### config.mk
export PLATFORM = sky130hd
export DESIGN_NAME = lgm_top
export DESIGN_NICKNAME = d
export VERILOG_FILES = /design/src/lgm_pkg.sv /design/src/lgm_top.sv /design/src/lgm_input_pair.sv /design/src/lgm_gate.sv
export SDC_FILE = /design/constraint.sdc
export NUM_CORES = 1
export LEC_CHECK = 0
export BUFFER_PORTS_ARGS = -buffer_cell sky130_fd_sc_hd__buf_2
export CAP_MARGIN = 20
export CORE_MARGIN = 4
export CORE_UTILIZATION = 58
export CTS_BUF_LIST = sky130_fd_sc_hd__clkbuf_8 sky130_fd_sc_hd__clkbuf_16
export DETAILED_ROUTE_END_ITERATION = 10
export PLACE_DENSITY = 0.89
export SETUP_SLACK_MARGIN = 0.3
export SLEW_MARGIN = 10
export SYNTH_ARGS = -nofsm -noshare
export SYNTH_HDL_FRONTEND = slang
export SYNTH_SLANG_ARGS = --single-unit
export TNS_END_PERCENT = 100
### constraint.sdc
create_clock -name mclk -period 6.8 [get_ports mclk]
set_clock_uncertainty 0.05 [all_clocks]
set_input_delay 1.02 -clock mclk [delete_from_list [all_inputs] [get_ports mclk]]
set_output_delay 1.02 -clock mclk [all_outputs]
set_load 0.01 [all_outputs]
### src/lgm_pkg.sv
// Purpose: constants and types for the logic cell gate input matrix
// Assumes: AHB-Lite register bus, 32-bit data, one aligned word per register
// Notes:   offsets are byte addresses
`default_nettype none
package lgm_pkg;
  localparam int unsigned NUM_GATES        = 4;
  localparam int unsigned NUM_INPUTS       = 4;
  localparam int unsigned SEL_WIDTH        = 8;
  localparam int unsigned SRC_SEL_WIDTH    = 5;
  localparam int unsigned MODE_WIDTH       = 3;
  localparam int unsigned NUM_SOURCES      = 32;

  localparam logic [11:0] GATE_ONE_SEL_OFFSET   = 12'h000;
  localparam logic [11:0] GATE_TWO_SEL_OFFSET   = 12'h004;
  localparam logic [11:0] GATE_THREE_SEL_OFFSET = 12'h008;
  localparam logic [11:0] GATE_FOUR_SEL_OFFSET  = 12'h00c;
  localparam logic [11:0] GATE_INVERT_OFFSET    = 12'h010;
  localparam logic [11:0] SOURCE_ONE_OFFSET     = 12'h014;
  localparam logic [11:0] SOURCE_TWO_OFFSET     = 12'h018;
  localparam logic [11:0] SOURCE_THREE_OFFSET   = 12'h01c;
  localparam logic [11:0] SOURCE_FOUR_OFFSET    = 12'h020;
  localparam logic [11:0] FUNCTION_OFFSET       = 12'h024;
  localparam logic [11:0] GATE_STATUS_OFFSET    = 12'h028;

  localparam logic [7:0] SEL_POWER_ON_VALUE    = 8'h00;
  localparam logic [3:0] INVERT_POWER_ON_VALUE = 4'h0;
  localparam logic [4:0] SOURCE_POWER_ON_VALUE = 5'h00;
  localparam logic [2:0] MODE_POWER_ON_VALUE   = 3'h0;

  // bit pair positions inside each select register
  localparam int unsigned IN1_INV_BIT  = 0;
  localparam int unsigned IN1_TRUE_BIT = 1;
  localparam int unsigned IN2_INV_BIT  = 2;
  localparam int unsigned IN2_TRUE_BIT = 3;
  localparam int unsigned IN3_INV_BIT  = 4;
  localparam int unsigned IN3_TRUE_BIT = 5;
  localparam int unsigned IN4_INV_BIT  = 6;
  localparam int unsigned IN4_TRUE_BIT = 7;

  localparam logic [1:0] HTRANS_NONSEQ = 2'b10;
  localparam logic [1:0] HTRANS_SEQ    = 2'b11;

  typedef enum logic [2:0] {
    lgm_and_or_type_val, lgm_or_xor_val, lgm_and4_val, lgm_sr_latch_val,
    lgm_dff_sr_val, lgm_dff2_r_val, lgm_jk_r_val, lgm_tlatch_val
  } lgm_mode_type;

  typedef struct packed {
    logic       sel;
    logic       write;
    logic [11:0] addr;
  } lgm_access_type;
endpackage
`default_nettype wire

### src/lgm_top.sv
// Overview of operation
// [RULE1] gate one select: in4 high pair, in1 low
// [RULE2] gate two select: same pair mapping
// [RULE3] gate three select: same pair mapping
// [RULE4] gate four select: same pair mapping
// [RULE5] select one includes signal, zero excludes
// [RULE6] each input has true and inverted copy
// [RULE7] selects read/write, kept over ordinary reset
// [RULE8] gate polarity bit inverts gate output
// [RULE9] five bit source field per input
// [RULE10] three bit function mode field
// [RULE11] gate ors selections, zero when none
//
// Purpose: gate input matrix of a configurable logic cell with AHB-Lite registers
// Assumes: source and data inputs synchronous to mclk; single word transfers
// Notes:   por_n clears config; rst leaves select and config bits untouched
//
// Local design decisions: the AHB-Lite register port and the address map.
`timescale 1ns/100ps
`default_nettype none
module lgm_top
  import lgm_pkg::*;
#(
  parameter int unsigned SOURCES = NUM_SOURCES
) (
  input  wire logic               mclk,
  input  wire logic               rst,
  input  wire logic               por_n,
  input  wire logic [SOURCES-1:0] sources,
  input  wire logic               hsel,
  input  wire logic [31:0]        haddr,
  input  wire logic [1:0]         htrans,
  input  wire logic               hwrite,
  input  wire logic [2:0]         hsize,
  input  wire logic [31:0]        hwdata,
  input  wire logic               hready,
  output logic [31:0]             hrdata,
  output logic                    hreadyout,
  output logic                    hresp,
  output logic                    gate_one_out,
  output logic                    gate_two_out,
  output logic                    gate_three_out,
  output logic                    gate_four_out,
  output logic [MODE_WIDTH-1:0]   cell_function_sel
);
  logic [SEL_WIDTH-1:0]     gate_one_input_select;
  logic [SEL_WIDTH-1:0]     gate_two_input_select;
  logic [SEL_WIDTH-1:0]     gate_three_input_select;
  logic [SEL_WIDTH-1:0]     gate_four_input_select;
  logic                     gate_one_invert;
  logic                     gate_two_invert;
  logic                     gate_three_invert;
  logic                     gate_four_invert;
  logic [SRC_SEL_WIDTH-1:0] input_one_source_sel;
  logic [SRC_SEL_WIDTH-1:0] input_two_source_sel;
  logic [SRC_SEL_WIDTH-1:0] input_three_source_sel;
  logic [SRC_SEL_WIDTH-1:0] input_four_source_sel;
  logic [MODE_WIDTH-1:0]    mode_reg;
  logic [NUM_INPUTS-1:0]    data_in;
  logic [NUM_INPUTS-1:0]    data_true;
  logic [NUM_INPUTS-1:0]    data_inv;
  logic [SEL_WIDTH-1:0]     signals;
  logic [NUM_GATES-1:0]     gate_raw;
  logic [NUM_GATES-1:0]     gate_pol;
  logic [NUM_GATES-1:0]     gate_status;
  lgm_access_type           pending;
  logic                     next_access;
  logic [31:0]              next_rdata;

  // [RULE9] source multiplexers
  always_comb begin
    data_in[0] = sources[input_one_source_sel];
    data_in[1] = sources[input_two_source_sel];
    data_in[2] = sources[input_three_source_sel];
    data_in[3] = sources[input_four_source_sel];
  end

  for (genvar i = 0; i < NUM_INPUTS; i++) begin : g_pair
    lgm_input_pair u_pair (
      .data_in      (data_in[i]),
      .true_out     (data_true[i]),
      .inverted_out (data_inv[i])
    );
  end

  // [RULE1] pair mapping of select bits
  always_comb begin
    signals[IN4_TRUE_BIT] = data_true[3];
    signals[IN4_INV_BIT]  = data_inv[3];
    signals[IN3_TRUE_BIT] = data_true[2];
    signals[IN3_INV_BIT]  = data_inv[2];
    signals[IN2_TRUE_BIT] = data_true[1];
    signals[IN2_INV_BIT]  = data_inv[1];
    signals[IN1_TRUE_BIT] = data_true[0];
    signals[IN1_INV_BIT]  = data_inv[0];
  end

  lgm_gate u_gate_one (
    .select   (gate_one_input_select),
    .signals  (signals),
    .invert   (gate_one_invert),
    .raw_out  (gate_raw[0]),
    .gate_out (gate_pol[0])
  );
  // [RULE2] gate two uses same mapping
  lgm_gate u_gate_two (
    .select   (gate_two_input_select),
    .signals  (signals),
    .invert   (gate_two_invert),
    .raw_out  (gate_raw[1]),
    .gate_out (gate_pol[1])
  );
  // [RULE3] gate three uses same mapping
  lgm_gate u_gate_three (
    .select   (gate_three_input_select),
    .signals  (signals),
    .invert   (gate_three_invert),
    .raw_out  (gate_raw[2]),
    .gate_out (gate_pol[2])
  );
  // [RULE4] gate four uses same mapping
  lgm_gate u_gate_four (
    .select   (gate_four_input_select),
    .signals  (signals),
    .invert   (gate_four_invert),
    .raw_out  (gate_raw[3]),
    .gate_out (gate_pol[3])
  );

  always_ff @(posedge mclk) begin
    if (rst) begin
      gate_one_out   <= 1'b0;
      gate_two_out   <= 1'b0;
      gate_three_out <= 1'b0;
      gate_four_out  <= 1'b0;
      gate_status    <= '0;
    end else begin
      gate_one_out   <= gate_pol[0];
      gate_two_out   <= gate_pol[1];
      gate_three_out <= gate_pol[2];
      gate_four_out  <= gate_pol[3];
      gate_status    <= gate_raw;
    end
  end

  // bus address phase capture
  assign next_access = hsel && hready && (htrans == HTRANS_NONSEQ || htrans == HTRANS_SEQ);

  always_ff @(posedge mclk) begin
    if (rst) begin
      pending <= '0;
    end else if (hready) begin
      pending.sel   <= next_access;
      pending.write <= hwrite;
      pending.addr  <= haddr[11:0];
    end
  end

  // [RULE7] selects survive rst, cleared only at power on
  always_ff @(posedge mclk) begin
    if (!por_n) begin
      gate_one_input_select   <= SEL_POWER_ON_VALUE;
      gate_two_input_select   <= SEL_POWER_ON_VALUE;
      gate_three_input_select <= SEL_POWER_ON_VALUE;
      gate_four_input_select  <= SEL_POWER_ON_VALUE;
    end else if (pending.sel && pending.write) begin
      unique case (pending.addr)
        GATE_ONE_SEL_OFFSET:   gate_one_input_select   <= hwdata[SEL_WIDTH-1:0];
        GATE_TWO_SEL_OFFSET:   gate_two_input_select   <= hwdata[SEL_WIDTH-1:0];
        GATE_THREE_SEL_OFFSET: gate_three_input_select <= hwdata[SEL_WIDTH-1:0];
        GATE_FOUR_SEL_OFFSET:  gate_four_input_select  <= hwdata[SEL_WIDTH-1:0];
        default: begin
        end
      endcase
    end
  end

  // [RULE8] polarity bits
  always_ff @(posedge mclk) begin
    if (!por_n) begin
      {gate_four_invert, gate_three_invert, gate_two_invert, gate_one_invert} <= INVERT_POWER_ON_VALUE;
    end else if (pending.sel && pending.write && pending.addr == GATE_INVERT_OFFSET) begin
      {gate_four_invert, gate_three_invert, gate_two_invert, gate_one_invert} <= hwdata[NUM_GATES-1:0];
    end
  end

  // [RULE9] source select fields
  always_ff @(posedge mclk) begin
    if (!por_n) begin
      input_one_source_sel   <= SOURCE_POWER_ON_VALUE;
      input_two_source_sel   <= SOURCE_POWER_ON_VALUE;
      input_three_source_sel <= SOURCE_POWER_ON_VALUE;
      input_four_source_sel  <= SOURCE_POWER_ON_VALUE;
    end else if (pending.sel && pending.write) begin
      unique case (pending.addr)
        SOURCE_ONE_OFFSET:   input_one_source_sel   <= hwdata[SRC_SEL_WIDTH-1:0];
        SOURCE_TWO_OFFSET:   input_two_source_sel   <= hwdata[SRC_SEL_WIDTH-1:0];
        SOURCE_THREE_OFFSET: input_three_source_sel <= hwdata[SRC_SEL_WIDTH-1:0];
        SOURCE_FOUR_OFFSET:  input_four_source_sel  <= hwdata[SRC_SEL_WIDTH-1:0];
        default: begin
        end
      endcase
    end
  end

  // [RULE10] function mode field
  always_ff @(posedge mclk) begin
    if (!por_n) begin
      mode_reg <= MODE_POWER_ON_VALUE;
    end else if (pending.sel && pending.write && pending.addr == FUNCTION_OFFSET) begin
      mode_reg <= hwdata[MODE_WIDTH-1:0];
    end
  end

  always_ff @(posedge mclk) begin
    if (rst) begin
      cell_function_sel <= MODE_POWER_ON_VALUE;
    end else begin
      cell_function_sel <= mode_reg;
    end
  end

  // read mux, unmapped reads zero
  always_comb begin
    next_rdata = 32'h0000_0000;
    unique case (haddr[11:0])
      GATE_ONE_SEL_OFFSET:   next_rdata[SEL_WIDTH-1:0] = gate_one_input_select;
      GATE_TWO_SEL_OFFSET:   next_rdata[SEL_WIDTH-1:0] = gate_two_input_select;
      GATE_THREE_SEL_OFFSET: next_rdata[SEL_WIDTH-1:0] = gate_three_input_select;
      GATE_FOUR_SEL_OFFSET:  next_rdata[SEL_WIDTH-1:0] = gate_four_input_select;
      GATE_INVERT_OFFSET:    next_rdata[NUM_GATES-1:0] =
        {gate_four_invert, gate_three_invert, gate_two_invert, gate_one_invert};
      SOURCE_ONE_OFFSET:     next_rdata[SRC_SEL_WIDTH-1:0] = input_one_source_sel;
      SOURCE_TWO_OFFSET:     next_rdata[SRC_SEL_WIDTH-1:0] = input_two_source_sel;
      SOURCE_THREE_OFFSET:   next_rdata[SRC_SEL_WIDTH-1:0] = input_three_source_sel;
      SOURCE_FOUR_OFFSET:    next_rdata[SRC_SEL_WIDTH-1:0] = input_four_source_sel;
      FUNCTION_OFFSET:       next_rdata[MODE_WIDTH-1:0] = mode_reg;
      GATE_STATUS_OFFSET:    next_rdata[NUM_GATES-1:0] = gate_status;
      default:               next_rdata = 32'h0000_0000;
    endcase
  end

  always_ff @(posedge mclk) begin
    if (rst) begin
      hrdata <= 32'h0000_0000;
    end else if (next_access && !hwrite) begin
      hrdata <= next_rdata;
    end
  end

  always_ff @(posedge mclk) begin
    if (rst) begin
      hreadyout <= 1'b1;
      hresp     <= 1'b0;
    end else begin
      hreadyout <= 1'b1;
      hresp     <= 1'b0;
    end
  end
endmodule
`default_nettype wire

### src/lgm_input_pair.sv
// Purpose: true and inverted copy of one data input
// Assumes: data already synchronous to mclk
// Notes:   purely combinational
`timescale 1ns/100ps
`default_nettype none
module lgm_input_pair (
  input  wire logic data_in,
  output logic      true_out,
  output logic      inverted_out
);
  // [RULE6] true and complement
  assign true_out     = data_in;
  assign inverted_out = ~data_in;
endmodule
`default_nettype wire

### src/lgm_gate.sv
// Purpose: one selection gate of the matrix
// Assumes: select layout input four true at the top down to input one inverted
// Notes:   output is registered by the parent
`timescale 1ns/100ps
`default_nettype none
module lgm_gate
  import lgm_pkg::*;
#(
  parameter int unsigned WIDTH = SEL_WIDTH
) (
  input  wire logic [WIDTH-1:0] select,
  input  wire logic [WIDTH-1:0] signals,
  input  wire logic             invert,
  output logic                  raw_out,
  output logic                  gate_out
);
  // [RULE5] select bit gates signal
  // [RULE11] or of selected, zero if none
  assign raw_out  = |(select & signals);
  // [RULE8] per gate polarity
  assign gate_out = raw_out ^ invert;
endmodule
`default_nettype wire

==> impl_metrics.tcl <==
set metrics [dict create \
    p_clk_share_pct 36.5 \
    cts_resized 0 \
    io_pins 148 \
    remaining_drc_errors 0 \
    fp-row-count 35 \
    hpwl_mm 11.3 \
    r2r_setup_slack_ps 3110 \
    antenna_found_initial 2 \
    crit_top_cell "mux2i_1" \
    ant_nets 0 \
    cts_sinks 92 \
    timing.hold.ws_ps 415 \
    dieHeight_um 107 \
    rsz0062_at_grt "false" \
    synthDistinctLibCells 44 \
    largest_reg_flops 14 \
    first_pass_iters 5 \
    end_kind "register" \
    postSynthCellCount 627 \
    critPathKind "reg2reg" \
    die_area_um2 11500 \
    max_freq_mhz 271 \
    port_buffers 73 \
    drive_gt1_share_pct 16.1 \
    postCtsHoldBufs 0 \
    clkLatencyLatePin_ps 360 \
    grt_pass1_wl_mm 24.4 \
    cp_slowest_cell "dfxtp_1" \
    synth.area.top_cells "dfxtp_1 32%, mux2i_1 25%, nor2b_1 6.4%" \
    syn_avg_cell_area_um2 9.10 \
    synth_commonest_cells "144 x mux2i_1, 92 x dfxtp_1, 71 x nand2_1" \
    crit_required_ps 7000 \
    reg2reg_from "input_four_source_sel[1]" \
    power.share.sequential_pct 53.1 \
    grt_max_degree 60 \
    cts_tree "yes" \
    min-delay-start "hrdata[6]" \
    drtIter0Drc 500 \
    crit_path_start_kind "register" \
    max-cap-violations 0 \
    start_util_pct 60.6 \
    vias 4923 \
    p_sw_mw 0.273 \
    hold_path_class "reg2reg" \
    max_stage_delay_ps 1010 \
    min_path_cells 2 \
    power.density_nw_per_um2 169 \
    cts_buffers 9 \
    finalWeightedCongestion 0.939 \
    async_reset_ff_share_pct 0 \
    yosysWarnings 0 \
    synth_top_area_cell "dfxtp_1" \
    intPower_mw 0.757 \
    min_to "hrdata[6]" \
    cp_num_buf_inv 0 \
    synth_seq_cells 92 \
    rr_worst_depth 8 \
    critPathArrivalTime_ps 3900 \
    syn-cell-area_um2 5710 \
    nNetsFinal 779 \
    swShare_pct 26.5 \
    slew_viol_final 0 \
    post_cts_buffers 0 \
    grt.overflow.total 0 \
    setup_viol_count_final 0 \
    ir_drop_uv 139 \
    period_share_pct 54.3 \
    relSlewSlack_pct 20.0 \
    path_cells "mux2i_1, a22oi_1, nand4b_1, a21oi_1, a311oi_1, mux2i_1, and4_4, mux2_4" \
    viasPerCell 6.10 \
    clockBufferDepth 2 \
    synth.most_common_cell "mux2i_1" \
    comb_power_share_pct 10.4 \
    fin_tns_setup_ps 0 \
    yosysSeqAreaShare_pct 32.3 \
    crit_path_max_fanout 18 \
    die_x_um 107 \
    worstMarginPinSlew_ps 1190 \
    avgRoutedWirePerCell_um 19.4 \
    hold_viol_final 0 \
    synth_edf_count 0 \
    fin_crit_ps 3690 \
    regMostFlops "pending" \
    syn_to_final_growth_pct 7.04 \
    coreArea_um2 9420 \
    yosysTopAreaCellShare_pct 32.3 \
    htree_levels 3 \
    first_global_vias 4691 \
    reg2reg_to "gate_two_out" \
    leakagePower_nw 2.35 \
    synth_flop_cell "dfxtp_1" \
    clk_pin_slew_ps 100 \
    grt_usage_pct 27.0 \
    root_buffer "clkbuf_8" \
    status "finished, final reports clean" \
    drt-total-wl_mm 15.6 \
    cp_top_family "compound AO/OA/AOI/OAI gates" \
]
power by group through the flow:
stage	clock, mW	sequential [mW]	combinational, mW
after detailed placement	0	0.560	0.103
after global placement	0	0.559	0.0994
final	0.376	0.547	0.107
after CTS	0.377	0.547	0.104
after floorplan	0	0.558	0.0769
after global routing	0.403	0.548	0.115
layer usage:
| layer | vias to the layer above | share of wire (%) | wire, um | GRT usage (%) |
|---|---|---|---|---|
| met5 | - | 0 | 0 | 0 |
| met4 | 0 | 4.2 | 652 | 12.1 |
| met3 | 54 | 7.1 | 1110 | 4.21 |
| met2 | 245 | 48 | 7520 | 44.3 |
| met1 | 2360 | 41 | 6350 | 34.9 |
| li1 | 2264 | - | - | - |
through the flow:
| stage | instance area [um^2] | setup slack [ps] | power, mW | instances | util (%) |
|---|---|---|---|---|---|
| 6_report | 6110 | 3110 | 1.03 | 807 | 64.9 |
| 5_1_grt | 6110 | 2970 | 1.07 | 807 | 64.9 |
| 4_1_cts | 6090 | 3140 | 1.03 | 803 | 64.7 |
| 3_5_place_dp | 5900 | 3160 | 0.663 | 788 | 62.6 |
| 3_3_place_gp | 5900 | 3240 | 0.658 | 788 | 62.6 |
| 2_1_floorplan | 5800 | 3900 | 0.635 | 651 | - |
cells by family (layout without fill, tap and decap cells):
| group | after synthesis | in the layout | share of synthesized area [%] |
|---|---|---|---|
| AOI/OAI and AO/OA | 83 | 83 | 9.82 |
| buffers and inverters | 66 | 91 | 7.56 |
| DFF | 92 | 92 | 32.3 |
| muxes | 158 | 158 | 29.9 |
| other | 2 | 28 | 0.132 |
| and+or+nand+nor | 226 | 226 | 20.3 |
how the worst max path moves through the flow:
stage | from | to | slack (ps) | cells past startpoint
6_report | input_four_source_sel[1] | gate_two_out | 3110 | 8
5_1_grt | input_four_source_sel[1] | gate_two_out | 2970 | 8
4_1_cts | input_four_source_sel[1] | gate_two_out | 3140 | 8
3_5_place_dp | sources[23] | gate_two_out | 3160 | 9
3_3_place_gp | sources[23] | gate_three_out | 3240 | 9
2_1_floorplan | sources[23] | gate_two_out | 3900 | 8
cell usage in the layout (no fill, tap or decap), types with 2 or more instances in the layout:
master / count
nor2b_1: 58
nor3_1: 5
nand2b_1: 7
inv_6: 2
mux2_4: 4
buf_2: 74
and4_4: 4
o22ai_1: 2
nand4b_1: 5
a22oi_1: 22
and2_1: 5
nor2_1: 41
a21oi_1: 23
mux4_2: 8
a311oi_1: 4
nand3_1: 17
dfxtp_1: 92
mux2_2: 2
o21ai_0: 5
nand2_1: 71
a21boi_0: 16
mux2i_1: 144
and2b_1: 3
nor4_1: 2
conb_1: 26
diode_2: 2
clkbuf_8: 9
a211oi_1: 5
tightest hold or removal path, stage by stage (launching register included):
cell	delay, ps
dfxtp_1	320
nand2_1	50
a21oi_1	50
layout make-up:
cell class,instances,area [um^2]
Tap cell,129,161
Sequential cell,92,1840
Multi-Input combinational cell,493,3520
Antenna cell,2,5.00
Inverter,1,3.75
Clock inverter,6,71.3
Timing Repair Buffer,75,378
Fill cell,788,3310
Clock buffer,9,124
(Power assumes the default switching activity.)
